$ cat src/rtl/rtdr_consts.vh
`ifndef RTDR_CONSTS_VH
`define RTDR_CONSTS_VH

// ----------------------------------------------------------------------
// Global register byte offsets.
// ----------------------------------------------------------------------
`define RTDR_ADR_IRQ_STAT     12'h000
`define RTDR_ADR_IRQ_MASK     12'h004
`define RTDR_ADR_RANGE_LO     12'h008
`define RTDR_ADR_RANGE_HI     12'h00c
`define RTDR_ADR_LIMIT_ONE    12'h010
`define RTDR_ADR_LIMIT_TWO    12'h014
`define RTDR_ADR_LIMIT_EN     12'h018
`define RTDR_ADR_SFS_MAXSUB   12'h01c
`define RTDR_ADR_SFM_MAXSUB   12'h020

// ----------------------------------------------------------------------
// Per-channel window: base 0x200, 0x40 bytes per channel.
// ----------------------------------------------------------------------
`define RTDR_CH_BASE_SEL      3'h1
`define RTDR_W_INPUT_MAXSUB   4'h0
`define RTDR_W_STATUS         4'h1
`define RTDR_W_VALUE          4'h2
`define RTDR_W_INT_MAXSUB     4'h3
`define RTDR_W_SENS_RAW       4'h4
`define RTDR_W_SENS_RES       4'h5
`define RTDR_W_LINE_RAW       4'h6
`define RTDR_W_LINE_RES       4'h7
`define RTDR_W_CAL_MAXSUB     4'h8
`define RTDR_W_CAL_FIRST      4'h9
`define RTDR_CAL_ENTRIES      6

// ----------------------------------------------------------------------
// Channel status word field positions.
// ----------------------------------------------------------------------
`define RTDR_ST_UNDER         0
`define RTDR_ST_OVER          1
`define RTDR_ST_LIM1_LO       2
`define RTDR_ST_LIM2_LO       4
`define RTDR_ST_ERR           6
`define RTDR_ST_INVALID       7
`define RTDR_ST_TOGGLE        8
`define RTDR_ST_W             9

// ----------------------------------------------------------------------
// Limit result encodings.
// ----------------------------------------------------------------------
`define RTDR_LIM_OFF          2'h0
`define RTDR_LIM_ABOVE        2'h1
`define RTDR_LIM_BELOW        2'h2
`define RTDR_LIM_EQUAL        2'h3

// ----------------------------------------------------------------------
// Fixed readings and reset values.
// ----------------------------------------------------------------------
`define RTDR_INPUT_MAXSUB     8'h11
`define RTDR_INT_MAXSUB       8'h04
`define RTDR_CAL_MAXSUB       8'h06
`define RTDR_SFS_MAXSUB       8'h06
`define RTDR_SFM_MAXSUB       8'h03
`define RTDR_CAL_OFFS_RST     16'h0000
`define RTDR_CAL_GAIN_RST     16'h9e50
`define RTDR_RANGE_LO_RST     16'hf830
`define RTDR_RANGE_HI_RST     16'h2134
`define RTDR_VALUE_RST        16'h0000

`endif

$ cat src/rtl/rtdr_readout.v
// Overview of operation
// Underrange flag set while sample lies below range low bound, else clear.
// Overrange flag above high bound; with error it marks an open sensor.
// Limit fields: 0 off, 1 above, 2 below, 3 equal to the limit.
// Error flag set whenever the presented channel data is not valid.
// Validity bit reads 0 for valid data and 1 for invalid data.
// Toggle bit inverts at every refresh of a channel's data.
// Measured value is signed 16 bits, zero after reset.
// Sensor resistance is unsigned 16 bits at 1/32 ohm per LSB.
// Supply-line resistance, where built, unsigned 16 bits at 1/32 ohm.
// Raw converter results for sensor and line are signed 32-bit read-only.
// Four-channel: writable offset/gain pairs, offsets 0, gains 0x9e50.
// Eight-channel: per-channel offset/gain plus a high-resistance pair.
// Input object max subindex reads seventeen.
// Flags, limits, error and value update together with the toggle.
`timescale 1ns/100ps
`include "rtdr_consts.vh"

module rtdr_readout #(
  // Number of channels; the address map has room for eight at most.
  parameter NCH      = 4,
  // Zero builds a part without the supply-line measurement, so the line
  // fields read as zero whatever the converter presents.
  parameter HAS_LINE = 1,
  // Marks the eight-channel calibration layout; the storage is the same,
  // only the meaning of entries two to five differs, so no logic uses it.
  parameter CAL8     = 0
) (
  // Clock and reset.
  input  wire              clk_i,
  input  wire              rst_i,
  // Wishbone classic slave.
  input  wire              wb_cyc_i,
  input  wire              wb_stb_i,
  input  wire              wb_we_i,
  input  wire [11:0]       wb_adr_i,
  input  wire [3:0]        wb_sel_i,
  input  wire [31:0]       wb_dat_i,
  output wire [31:0]       wb_dat_o,
  output wire              wb_ack_o,
  // Converter side, one slice per channel.
  // A slice is taken on its channel's strobe only; between strobes the
  // converter may change it freely.
  input  wire [NCH-1:0]    smp_stb_i,
  input  wire [NCH-1:0]    smp_ok_i,
  input  wire [NCH*16-1:0] smp_value_i,
  input  wire [NCH*32-1:0] smp_sens_raw_i,
  input  wire [NCH*16-1:0] smp_sens_res_i,
  input  wire [NCH*32-1:0] smp_line_raw_i,
  input  wire [NCH*16-1:0] smp_line_res_i,
  // Calibration words handed to the converter.
  // Six 16-bit words per channel, entry zero in the low bits.
  output wire [NCH*96-1:0] cal_o,
  // Interrupt.
  output wire              irq_o
);

  // --------------------------------------------------------------------
  // Bus slave state.
  // --------------------------------------------------------------------
  // Configuration words are sixteen bits wide, the limit enable two; upper bus bits read zero.
  reg  [31:0]       dat_ff;
  reg               ack_ff;
  reg  [15:0]       irq_stat_ff;
  reg  [15:0]       irq_mask_ff;
  reg  [15:0]       range_lo_ff;
  reg  [15:0]       range_hi_ff;
  reg  [15:0]       lim_one_ff;
  reg  [15:0]       lim_two_ff;
  reg  [1:0]        lim_en_ff;
  reg  [31:0]       nxt_dat;
  reg  [15:0]       nxt_irq_stat;

  // Decoded pieces of the current request.
  wire              req;
  wire              wr_now;
  wire              ch_hit;
  wire [2:0]        ch_sel;
  wire [3:0]        ch_word;
  wire [15:0]       wmask16;

  // Per-channel fields gathered flat, so the read mux can index them.
  wire [NCH*`RTDR_ST_W-1:0] st_flat;
  wire [NCH*16-1:0]         val_flat;
  wire [NCH*32-1:0]         sraw_flat;
  wire [NCH*16-1:0]         sres_flat;
  wire [NCH*32-1:0]         lraw_flat;
  wire [NCH*16-1:0]         lres_flat;
  wire [NCH-1:0]            ev_fresh;
  wire [NCH-1:0]            ev_err;

  // Byte lanes two and three carry nothing writable, so only the two low
  // select bits enter the write mask.
  // A request is answered one cycle after it appears; the write lands on
  // the same edge at which the master sees ack, so it happens only once.
  assign req     = wb_cyc_i & wb_stb_i;
  assign wr_now  = req & wb_we_i & ack_ff;
  assign ch_hit  = (wb_adr_i[11:9] == `RTDR_CH_BASE_SEL) &&
                   ({1'b0, wb_adr_i[8:6]} < NCH);
  assign ch_sel  = wb_adr_i[8:6];
  assign ch_word = wb_adr_i[5:2];
  assign wmask16 = {{8{wb_sel_i[1]}}, {8{wb_sel_i[0]}}};

  // Both bus outputs come straight from flip-flops, so a master with a
  // long path on its own side still sees clean values.
  assign wb_ack_o = ack_ff;
  assign wb_dat_o = dat_ff;

  // --------------------------------------------------------------------
  // Per-channel sample capture.
  // --------------------------------------------------------------------
  // One slice of flags, results and calibration words per channel; the
  // slices share only the range and limit settings.
  genvar g;
  genvar e;
  generate
    for (g = 0; g < NCH; g = g + 1) begin : g_ch
      reg               under_ff;
      reg               over_ff;
      reg  [1:0]        lim1_ff;
      reg  [1:0]        lim2_ff;
      reg               err_ff;
      reg               tog_ff;
      reg  [15:0]       val_ff;
      reg  [31:0]       sraw_ff;
      reg  [15:0]       sres_ff;
      reg  [31:0]       lraw_ff;
      reg  [15:0]       lres_ff;
      reg  [15:0]       cal_ff [0:`RTDR_CAL_ENTRIES-1];
      wire signed [15:0] sv;
      wire              nxt_under;
      wire              nxt_over;
      wire              nxt_err;
      wire [1:0]        nxt_lim1;
      wire [1:0]        nxt_lim2;
      integer           k;

      // The value is two's complement, so every bound is read as signed;
      // an unsigned compare would put negative readings above the range.
      assign sv        = smp_value_i[g*16 +: 16];
      assign nxt_under = sv < $signed(range_lo_ff);
      assign nxt_over  = sv > $signed(range_hi_ff);
      // Out-of-range data is not usable, so it also counts as invalid;
      // an open sensor therefore shows overrange and error together.
      assign nxt_err   = ~smp_ok_i[g] | nxt_under | nxt_over;
      // A disabled limit reads zero whatever the value, so software can
      // tell an unwatched limit apart from any of the three results.
      assign nxt_lim1  = ~lim_en_ff[0] ? `RTDR_LIM_OFF :
                         (sv > $signed(lim_one_ff)) ? `RTDR_LIM_ABOVE :
                         (sv < $signed(lim_one_ff)) ? `RTDR_LIM_BELOW :
                         `RTDR_LIM_EQUAL;
      assign nxt_lim2  = ~lim_en_ff[1] ? `RTDR_LIM_OFF :
                         (sv > $signed(lim_two_ff)) ? `RTDR_LIM_ABOVE :
                         (sv < $signed(lim_two_ff)) ? `RTDR_LIM_BELOW :
                         `RTDR_LIM_EQUAL;

      // All fields of one refresh are taken on the same edge as the
      // toggle, so a master never sees a mixed sample.
      always @(posedge clk_i) begin
        if (rst_i) begin
          under_ff <= 1'b0;
          over_ff  <= 1'b0;
          lim1_ff  <= `RTDR_LIM_OFF;
          lim2_ff  <= `RTDR_LIM_OFF;
          err_ff   <= 1'b0;
          tog_ff   <= 1'b0;
          val_ff   <= `RTDR_VALUE_RST;
          sraw_ff  <= 32'h0000_0000;
          sres_ff  <= 16'h0000;
          lraw_ff  <= 32'h0000_0000;
          lres_ff  <= 16'h0000;
        end else if (smp_stb_i[g]) begin
          under_ff <= nxt_under;
          over_ff  <= nxt_over;
          lim1_ff  <= nxt_lim1;
          lim2_ff  <= nxt_lim2;
          err_ff   <= nxt_err;
          tog_ff   <= ~tog_ff;
          val_ff   <= sv;
          sraw_ff  <= smp_sens_raw_i[g*32 +: 32];
          sres_ff  <= smp_sens_res_i[g*16 +: 16];
          lraw_ff  <= (HAS_LINE != 0) ? smp_line_raw_i[g*32 +: 32]
                                      : 32'h0000_0000;
          lres_ff  <= (HAS_LINE != 0) ? smp_line_res_i[g*16 +: 16]
                                      : 16'h0000;
        end
      end

      // Calibration words; even entries are offsets, odd ones gains.
      // Byte lanes let software patch one half of a word without reading
      // it first; only a reset brings the factory values back.
      always @(posedge clk_i) begin
        if (rst_i) begin
          for (k = 0; k < `RTDR_CAL_ENTRIES; k = k + 1) begin
            cal_ff[k] <= k[0] ? `RTDR_CAL_GAIN_RST
                              : `RTDR_CAL_OFFS_RST;
          end
        end else if (wr_now && ch_hit && (ch_sel == g)) begin
          for (k = 0; k < `RTDR_CAL_ENTRIES; k = k + 1) begin
            if (ch_word == `RTDR_W_CAL_FIRST + k[3:0]) begin
              cal_ff[k] <= (cal_ff[k] & ~wmask16) |
                           (wb_dat_i[15:0] & wmask16);
            end
          end
        end
      end

      // The flat output keeps entry e of channel g at bit 96g+16e.
      for (e = 0; e < `RTDR_CAL_ENTRIES; e = e + 1) begin : g_cal
        assign cal_o[g*96 + e*16 +: 16] = cal_ff[e];
      end

      // The invalid bit repeats the error flag: both say the sample is not
      // usable, one as process-data state and one as a channel flag.
      assign st_flat[g*`RTDR_ST_W +: `RTDR_ST_W] =
        {tog_ff, err_ff, err_ff, lim2_ff, lim1_ff, over_ff, under_ff};
      assign val_flat[g*16 +: 16]  = val_ff;
      assign sraw_flat[g*32 +: 32] = sraw_ff;
      assign sres_flat[g*16 +: 16] = sres_ff;
      assign lraw_flat[g*32 +: 32] = lraw_ff;
      assign lres_flat[g*16 +: 16] = lres_ff;
      assign ev_fresh[g] = smp_stb_i[g];
      // An error event fires only on the way into error, so a channel
      // that stays broken does not keep re-arming the interrupt.
      assign ev_err[g]   = smp_stb_i[g] & nxt_err & ~err_ff;
    end
  endgenerate

  // --------------------------------------------------------------------
  // Read multiplexer; unmapped and reserved addresses read as zero.
  // --------------------------------------------------------------------
  // The mux is latched on the taking edge, so a slow decode costs no
  // extra wait state on the bus.
  always @* begin
    nxt_dat = 32'h0000_0000;
    if (ch_hit) begin
      case (ch_word)
        `RTDR_W_INPUT_MAXSUB: begin
          nxt_dat[7:0] = `RTDR_INPUT_MAXSUB;
        end
        `RTDR_W_STATUS: begin
          nxt_dat[`RTDR_ST_W-1:0] = st_flat[ch_sel*`RTDR_ST_W +: `RTDR_ST_W];
        end
        `RTDR_W_VALUE: begin
          nxt_dat[15:0] = val_flat[ch_sel*16 +: 16];
        end
        `RTDR_W_INT_MAXSUB: begin
          nxt_dat[7:0] = `RTDR_INT_MAXSUB;
        end
        `RTDR_W_SENS_RAW: begin
          nxt_dat = sraw_flat[ch_sel*32 +: 32];
        end
        `RTDR_W_SENS_RES: begin
          nxt_dat[15:0] = sres_flat[ch_sel*16 +: 16];
        end
        `RTDR_W_LINE_RAW: begin
          nxt_dat = lraw_flat[ch_sel*32 +: 32];
        end
        `RTDR_W_LINE_RES: begin
          nxt_dat[15:0] = lres_flat[ch_sel*16 +: 16];
        end
        `RTDR_W_CAL_MAXSUB: begin
          nxt_dat[7:0] = `RTDR_CAL_MAXSUB;
        end
        default: begin
          // Calibration entries take words 9 to 14 of the window; word 15 reads zero.
          if ((ch_word >= `RTDR_W_CAL_FIRST) &&
              (ch_word < `RTDR_W_CAL_FIRST + `RTDR_CAL_ENTRIES)) begin
            nxt_dat[15:0] = cal_o[ch_sel*96 +
                                  (ch_word - `RTDR_W_CAL_FIRST)*16 +: 16];
          end
        end
      endcase
    end else begin
      // Global registers need the full address to match.
      case (wb_adr_i)
        `RTDR_ADR_IRQ_STAT:   nxt_dat[15:0] = irq_stat_ff;
        `RTDR_ADR_IRQ_MASK:   nxt_dat[15:0] = irq_mask_ff;
        `RTDR_ADR_RANGE_LO:   nxt_dat[15:0] = range_lo_ff;
        `RTDR_ADR_RANGE_HI:   nxt_dat[15:0] = range_hi_ff;
        `RTDR_ADR_LIMIT_ONE:  nxt_dat[15:0] = lim_one_ff;
        `RTDR_ADR_LIMIT_TWO:  nxt_dat[15:0] = lim_two_ff;
        `RTDR_ADR_LIMIT_EN:   nxt_dat[1:0]  = lim_en_ff;
        `RTDR_ADR_SFS_MAXSUB: nxt_dat[7:0]  = `RTDR_SFS_MAXSUB;
        `RTDR_ADR_SFM_MAXSUB: nxt_dat[7:0]  = `RTDR_SFM_MAXSUB;
        default:              nxt_dat       = 32'h0000_0000;
      endcase
    end
  end

  // --------------------------------------------------------------------
  // Ack, read data and configuration registers.
  // --------------------------------------------------------------------
  // Read data is latched with ack so it stays put while ack is high.
  // A request held through its ack cycle is not taken twice: ack blocks the
  // take in that cycle, so the next access may start in the cycle after ack.
  always @(posedge clk_i) begin
    if (rst_i) begin
      ack_ff      <= 1'b0;
      dat_ff      <= 32'h0000_0000;
      irq_mask_ff <= 16'h0000;
      range_lo_ff <= `RTDR_RANGE_LO_RST;
      range_hi_ff <= `RTDR_RANGE_HI_RST;
      lim_one_ff  <= 16'h0000;
      lim_two_ff  <= 16'h0000;
      lim_en_ff   <= 2'h0;
    end else begin
      ack_ff <= req & ~ack_ff;
      if (req && !ack_ff) begin
        dat_ff <= wb_we_i ? 32'h0000_0000 : nxt_dat;
      end
      // Writes to read-only or unmapped places fall to the default and
      // are dropped, though they are still acknowledged.
      if (wr_now && !ch_hit) begin
        case (wb_adr_i)
          `RTDR_ADR_IRQ_MASK: begin
            irq_mask_ff <= (irq_mask_ff & ~wmask16) |
                           (wb_dat_i[15:0] & wmask16);
          end
          `RTDR_ADR_RANGE_LO: begin
            range_lo_ff <= (range_lo_ff & ~wmask16) |
                           (wb_dat_i[15:0] & wmask16);
          end
          `RTDR_ADR_RANGE_HI: begin
            range_hi_ff <= (range_hi_ff & ~wmask16) |
                           (wb_dat_i[15:0] & wmask16);
          end
          `RTDR_ADR_LIMIT_ONE: begin
            lim_one_ff <= (lim_one_ff & ~wmask16) | (wb_dat_i[15:0] & wmask16);
          end
          `RTDR_ADR_LIMIT_TWO: begin
            lim_two_ff <= (lim_two_ff & ~wmask16) | (wb_dat_i[15:0] & wmask16);
          end
          `RTDR_ADR_LIMIT_EN: begin
            if (wb_sel_i[0]) begin
              lim_en_ff <= wb_dat_i[1:0];
            end
          end
          default: begin
            lim_en_ff <= lim_en_ff;
          end
        endcase
      end
    end
  end

  // --------------------------------------------------------------------
  // Interrupt status: fresh samples in bits 7:0, new errors in 15:8.
  // --------------------------------------------------------------------
  // Write-one-to-clear; an event in the clearing cycle wins over the clear.
  // Fresh-sample bits fire on every refresh, so software that only wants
  // faults leaves bits 7:0 masked.
  always @* begin
    nxt_irq_stat = irq_stat_ff;
    if (wr_now && !ch_hit && (wb_adr_i == `RTDR_ADR_IRQ_STAT)) begin
      nxt_irq_stat = irq_stat_ff & ~(wb_dat_i[15:0] & wmask16);
    end
    nxt_irq_stat[NCH-1:0]   = nxt_irq_stat[NCH-1:0] | ev_fresh;
    nxt_irq_stat[8 +: NCH]  = nxt_irq_stat[8 +: NCH] | ev_err;
  end

  // The status word has no other writer, so the rule above is the whole
  // of its behaviour.
  always @(posedge clk_i) begin
    if (rst_i) begin
      irq_stat_ff <= 16'h0000;
    end else begin
      irq_stat_ff <= nxt_irq_stat;
    end
  end

  // A plain AND/OR of flip-flops, so the line cannot glitch on a decode.
  assign irq_o = |(irq_stat_ff & irq_mask_ff);

endmodule

$ cat config.mk
export PLATFORM = sky130hd
export DESIGN_NAME = rtdr_readout
export DESIGN_NICKNAME = d
export VERILOG_FILES = /design/src/rtl/rtdr_readout.v
export VERILOG_INCLUDE_DIRS = /design/src /design/src/rtl
export SDC_FILE = /design/constraint.sdc
export NUM_CORES = 2
export LEC_CHECK = 0
export ABC_AREA = 1
export BUFFER_PORTS_ARGS = -buffer_cell sky130_fd_sc_hd__buf_2
export CORE_AREA = 2 2 364 366
export DETAILED_ROUTE_END_ITERATION = 8
export DIE_AREA = 0 0 366 368
export GPL_ROUTABILITY_DRIVEN = 0
export SYNTH_ARGS = -nofsm -noshare
export SYNTH_HDL_FRONTEND = slang
export SYNTH_SLANG_ARGS = --single-unit
export TNS_END_PERCENT = 100
$ cat constraint.sdc
create_clock -name clk_i -period 3.64 [get_ports clk_i]
set_input_delay 0.182 -clock clk_i [delete_from_list [all_inputs] [get_ports clk_i]]
set_output_delay 0.182 -clock clk_i [all_outputs]
set_load 0.02 [all_outputs]
======== Word level (Yosys, flattened, before mapping) ========
Memories as Yosys holds them, arrays and structs flattened.
Cells that the tools add are included.
word-level totals
  memories ................................ 4
  bits of input ports ..................... 509
  memory bits (writable) .................. 384
  register bits ........................... 611
cells by class
  $lt $le $gt $ge ......................... 27
  bitwise operators ....................... 122
  $mul .................................... 2
  shift-type cells ........................ 7
  equality and inequality tests ........... 26
  add/sub/neg operators ................... 2
  mux-type cells .......................... 139
  reduce and logical (&&, ||, !) cells .... 24
memories
  memory          depth  width  rd ports  clocked after memory_dff  write ports  line                RTL
  g_ch[0].cal_ff  6      16     6         0                         6            rtdr_readout.v:129  reg [15:0] cal_ff [0:`RTDR_CAL_ENTRIES-1];
  g_ch[1].cal_ff  6      16     6         0                         6            rtdr_readout.v:129
  g_ch[2].cal_ff  6      16     6         0                         6            rtdr_readout.v:129
  g_ch[3].cal_ff  6      16     6         0                         6            rtdr_readout.v:129
operators with widths
  operator               count
  $and A16 B16 Y16       32
  $or A16 B16 Y16        29
  $mux W16               25
  $shiftx A384 B33 Y16   1
  $shiftx A128 B9 Y32    2
  $gt A16 B16 Y1         12
  $lt A16 B16 Y1         12
  $shiftx A64 B8 Y16     3
  $mux W1                88
  $pmux W8 S9            1
  $mux W32               2
  $eq A12 B5 Y1 const B  4
  $pmux W8 S6            1
  $pmux W6 S7            1
  $pmux W7 S6            1
  $shiftx A36 B8 Y9      1
  $mux W2                16
  $not A16 Y16           2
  $or A1 B1 Y1           32
  $pmux W16 S2           1
  $eq A4 B4 Y1 const B   7
  $eq A12 B4 Y1 const B  2
  $pmux W2 S9            1
  $eq A4 B3 Y1 const B   4
  other kinds (28)       69

======== Depth between registers and ports, before layout ========
  depth in word-level cells ............... 9
  mapped depth ............................ 25
  mapped depth without buffers ............ 20

======== Worst setup path before layout ========
Ideal clock, no wire load.
  path kind ............................... in2reg
  from .................................... input port wb_adr_i[2]
  to ...................................... register dat_ff[5] (netlist: wb_dat_o[5])
  cell stages on the path ................. 21
  arrival time ............................ 3270 ps
  path buffers ............................ 8
  path slack .............................. 300 ps
  data required time ...................... 3570 ps
  path through ............................ buf_2 inv_1 buf_2 buf_2 buf_2 ha_1 clkbuf_1 inv_1 nand2_1 nand2_1 fa_1 buf_2 clkinv_1 clkbuf_1 clkbuf_1 nand2_1 nand3_1 nand3_1 nand2_1 nand2_1 a21oi_1
on the way
  word-level cells in the longest chain between the ends .. 7
RTL lines
  item                            line                RTL
  start, declared                 rtdr_readout.v:36   input wire [11:0] wb_adr_i,
  $sub A4 B4 Y5 (no source line)  --
  $add A11 B9 Y12                 rtdr_readout.v:269  nxt_dat[15:0] = cal_o[ch_sel*96 +
  $shiftx A384 B33 Y16            rtdr_readout.v:269
  $mux W16                        rtdr_readout.v:267  if ((ch_word >= `RTDR_W_CAL_FIRST) &&
  $pmux W8 S9                     rtdr_readout.v:237  case (ch_word)
  $mux W32 (*)                    rtdr_readout.v:236  if (ch_hit) begin
  $mux W32 (*)                    rtdr_readout.v:310  dat_ff <= wb_we_i ? 32'h0000_0000 : nxt_dat;
  end signal, assigned            rtdr_readout.v:310
  end, declared                   rtdr_readout.v:62   reg [31:0] dat_ff;
Every way passes the cells marked *; elsewhere a longest branch is shown, timed or not.
A chain may end at the register's enable or synchronous reset.

==> summary.txt <==
area grow syn2layout = 29.5%
vias = 58400
Core Area = 131000 µm²
root buf cell = clkbuf_16
Crit path arrival time = 3.57 ns
min Tclk post-route = 2.99 ns
Leak = 28.9 nW
layout cells sized above 1 = 0.164
mapped cell area = 52100 µm²
sequential share of the synthesized area = 0.456
Post-CTS Resized = 0
Overflow after GRT = 0
Crit Path Class = reg2reg
Total GRT Usage = 0.381
Placement Cell Area = 58500 µm²
largest net degree at the start of global routing = 126
vias in the first global route = 54400
Power Dens Cells = 438 nW/µm²
Worst setup SP type = register
Die Y = 368 µm
# nets final = 8824
DRT iter0 DRCs = 8003
crit end category = register
H-tree levels = 3
max_cap viols = 0
Largest stage delay, worst path = 0.67 ns
# clock sinks = 995
fin area = 67400 µm²
Worst-path clk slew = 0.06 ns
PnR worst setup slack = 0.653 ns
Tcrit/Tclk final = 0.821
First-pass DRT Iterations = 9
die width = 366 µm
Post-Synthesis Cells = 6800
Worst IR Drop VDD = 0.399 mV
Port Buffers = 908
I/O pins = 927
Synth cell types = 48
Max Fclk = 335 MHz
CTS Buffer Depth = 3
critical path required time = 4.22 ns
initial antenna violation count = 22
worst-path maximum fanout = 9
wirelength, routed = 267000 µm
DRT antenna net count = 0
Max Slew Vio Count = 0
wire length per cell = 27.0 µm
Worst Tran Pin Value = 1.17 ns
slowest CP cell = dfxtp_1
overall die area = 135000 µm²
endpoints failing hold = 0
synth warn = 0
critical-path cell list = nand2_1 > nor2_1 > nand2_1 > nor2_2 > nand2_1 > nor2_2 > inv_2 > nor2_1
synthesized area per cell = 7.66 µm²
cell seen most often among critical-path stages = nand2_1
status = finished clean
DRC viols = 0
row cnt = 133
Clock Latency Late Sink = 0.76 ns
number of buffers created by CTS = 111
post-synth net total = 7578
crit-path leading delay family = simple AND/OR/NAND/NOR gates
Setup violations, final = 0
Buf/Inv on CP = 1
Initial Utilization = 0.398
first-pass GRT wire length = 379000 µm
hold crit path type = in2reg
Via-to-Cell Ratio = 5.89
slew margin rel. = 0.216
pre-CTS WS = 0.367 ns
post-route setup TNS = 0 ns
overall power = 29.5 mW
Worst Clk Skew = 0.0652 ns
Fillers = 12400
TritonCTS clock tree = yes
post-DP HPWL = 186000 µm
number of synthesized register bits = 995
RSZ-0062 raised after global routing = false
through the flow:
step	instances	hold slack, ns	util
6_report	9904	0.0206	0.516
4_1_cts	9894	0.000149	0.515
3_3_place_gp	9183	0.408	0.448
5_1_grt	9899	0.0333	0.515
3_5_place_dp	9183	0.412	0.448
2_1_floorplan	6800	0.317	-
synth_stat cells, drive strengths merged:
cell	instances	share of area
edfxtp	384	0.22
buf	89	0.0081
a211oi	8	0.0012
dfxtp	611	0.23
inv	500	0.036
nand4	34	0.0041
nand2	816	0.059
o21a	16	0.0023
o21ai	1009	0.097
o2bb2ai	3	0.00050
o221ai	24	0.0040
nor2	1256	0.093
and2	2	0.00024
ha	267	0.064
a22o	20	0.0034
a31oi	3	0.00036
nor3	28	0.0030
a2111oi	1	0.00017
o21bai	7	0.0010
nor3b	1	0.00014
or2	1	0.00012
clkinv	11	0.00079
o22ai	66	0.0079
a21o	7	0.0010
nand3b	4	0.00058
a21oi	933	0.090
nor4	6	0.00072
o2111ai	3	0.00050
clkbuf	356	0.026
and3	1	0.00012
xnor2	4	0.00067
o211ai	105	0.015
xor2	3	0.00050
nand3	217	0.022
fa	2	0.00077
o21ba	2	0.00038
state kept, by name, summed over array words and instances (netlist names), named ones only:
name and count:
g_ch.val_ff 64, lim_en_ff 2, wb_ack_o 1, g_ch.sres_ff 64, g_ch.sraw_ff 128, g_ch.over_ff 4
g_ch.lim2_ff 8, g_ch.err_ff 4, irq_stat_ff 16, g_ch.cal_ff 384, g_ch.under_ff 4, g_ch.tog_ff 4
g_ch.lres_ff 64, wb_dat_o 32, g_ch.lim1_ff 8, g_ch.lraw_ff 128
worst reg2reg max path, delay by kind of cell (launching register included):
| kind | cells | cell delay (ns) |
|---|---|---|
| simple gates | 7 | 1.89 |
| flops | 1 | 0.67 |
| buf+inv | 1 | 0.26 |
placed cells by master, fill, tap and decap left out, types with 10 or more instances in the layout:
cell type	Yosys	final
o22ai_1	66	66
diode_2	0	10
buf_2	63	901
nor3_1	26	26
clkinv_1	11	13
o21a_1	16	16
dfxtp_1	611	611
edfxtp_1	384	384
ha_1	267	266
buf_12	0	13
o221ai_1	24	24
o211ai_1	105	105
nand3_1	210	210
nor2_2	20	22
a21oi_1	933	933
a22o_1	20	20
clkbuf_8	0	18
o21ai_0	1008	1008
clkinv_2	0	21
buf_4	3	157
inv_2	32	29
clkbuf_1	356	22
nor2_1	1230	1228
inv_1	468	465
dlygate4sd3_1	0	505
bufinv_16	0	10
clkbuf_16	0	112
nand2_1	813	813
nand4_1	34	34
cell type report:
cell class / instances / area (µm²) / share of cell area
antenna: 10 / 25.0 / 0.000371
clock buffer: 152 / 3130 / 0.0465
clock inverter: 54 / 684 / 0.0101
inverter: 511 / 1960 / 0.0290
multi-input combinational: 4849 / 24600 / 0.366
sequential: 995 / 23800 / 0.352
tap: 1755 / 2200 / 0.0326
timing repair buffer: 1578 / 11000 / 0.164
worst paths after layout:
check / start / end / slack (ns) / depth (start not counted)
worst min-delay path: smp_stb_i[1] / g_ch[1].val_ff[11]$_SDFFE_PP0P_ / 0.02 / 3
worst max register to register: wb_ack_o$_SDFF_PP0_ / g_ch[0].cal_ff[3][0]$_SDFFCE_PN0P_ / 0.65 / 8
worst max-delay path: wb_ack_o$_SDFF_PP0_ / g_ch[0].cal_ff[3][0]$_SDFFCE_PN0P_ / 0.65 / 8
worst min register to register: g_ch[2].sres_ff[9]$_SDFFE_PP0P_ / g_ch[2].sres_ff[9]$_SDFFE_PP0P_ / 0.45 / 2
layer usage:
metal / GRT usage / up-vias / part of all wire
met5: 0.00392 / - / 0.00054
met4: 0.285 / 24 / 0.094
met3: 0.0940 / 1042 / 0.12
met2: 0.573 / 4333 / 0.42
met1: 0.471 / 27300 / 0.36
li1: - / 25600 / -
power by group:
group | internal [mW] | leakage [nW] | switching, mW | total [mW]
Sequential | 12.0 | 8.71 | 0.337 | 12.4
Clock | 6.78 | 1.87 | 5.12 | 11.9
Combinational | 1.75 | 18.4 | 3.51 | 5.26
Total | 20.6 | 28.9 | 8.96 | 29.5
logic make-up after synthesis:
logic type / Yosys count / share of synthesized area
xor+xnor: 7 / 0.00118
simple gates: 2366 / 0.182
buf+inv: 956 / 0.0707
flops: 995 / 0.456
compound gates: 2207 / 0.225
fa+ha+maj: 269 / 0.0649
repair_timing:
item	in CTS	in global routing
setup endpoints to repair	0	0
endpoints found under the hold margin	529	0
hold buffers	505	0
buffers inserted	0	0
(Power assumes the default switching activity.)
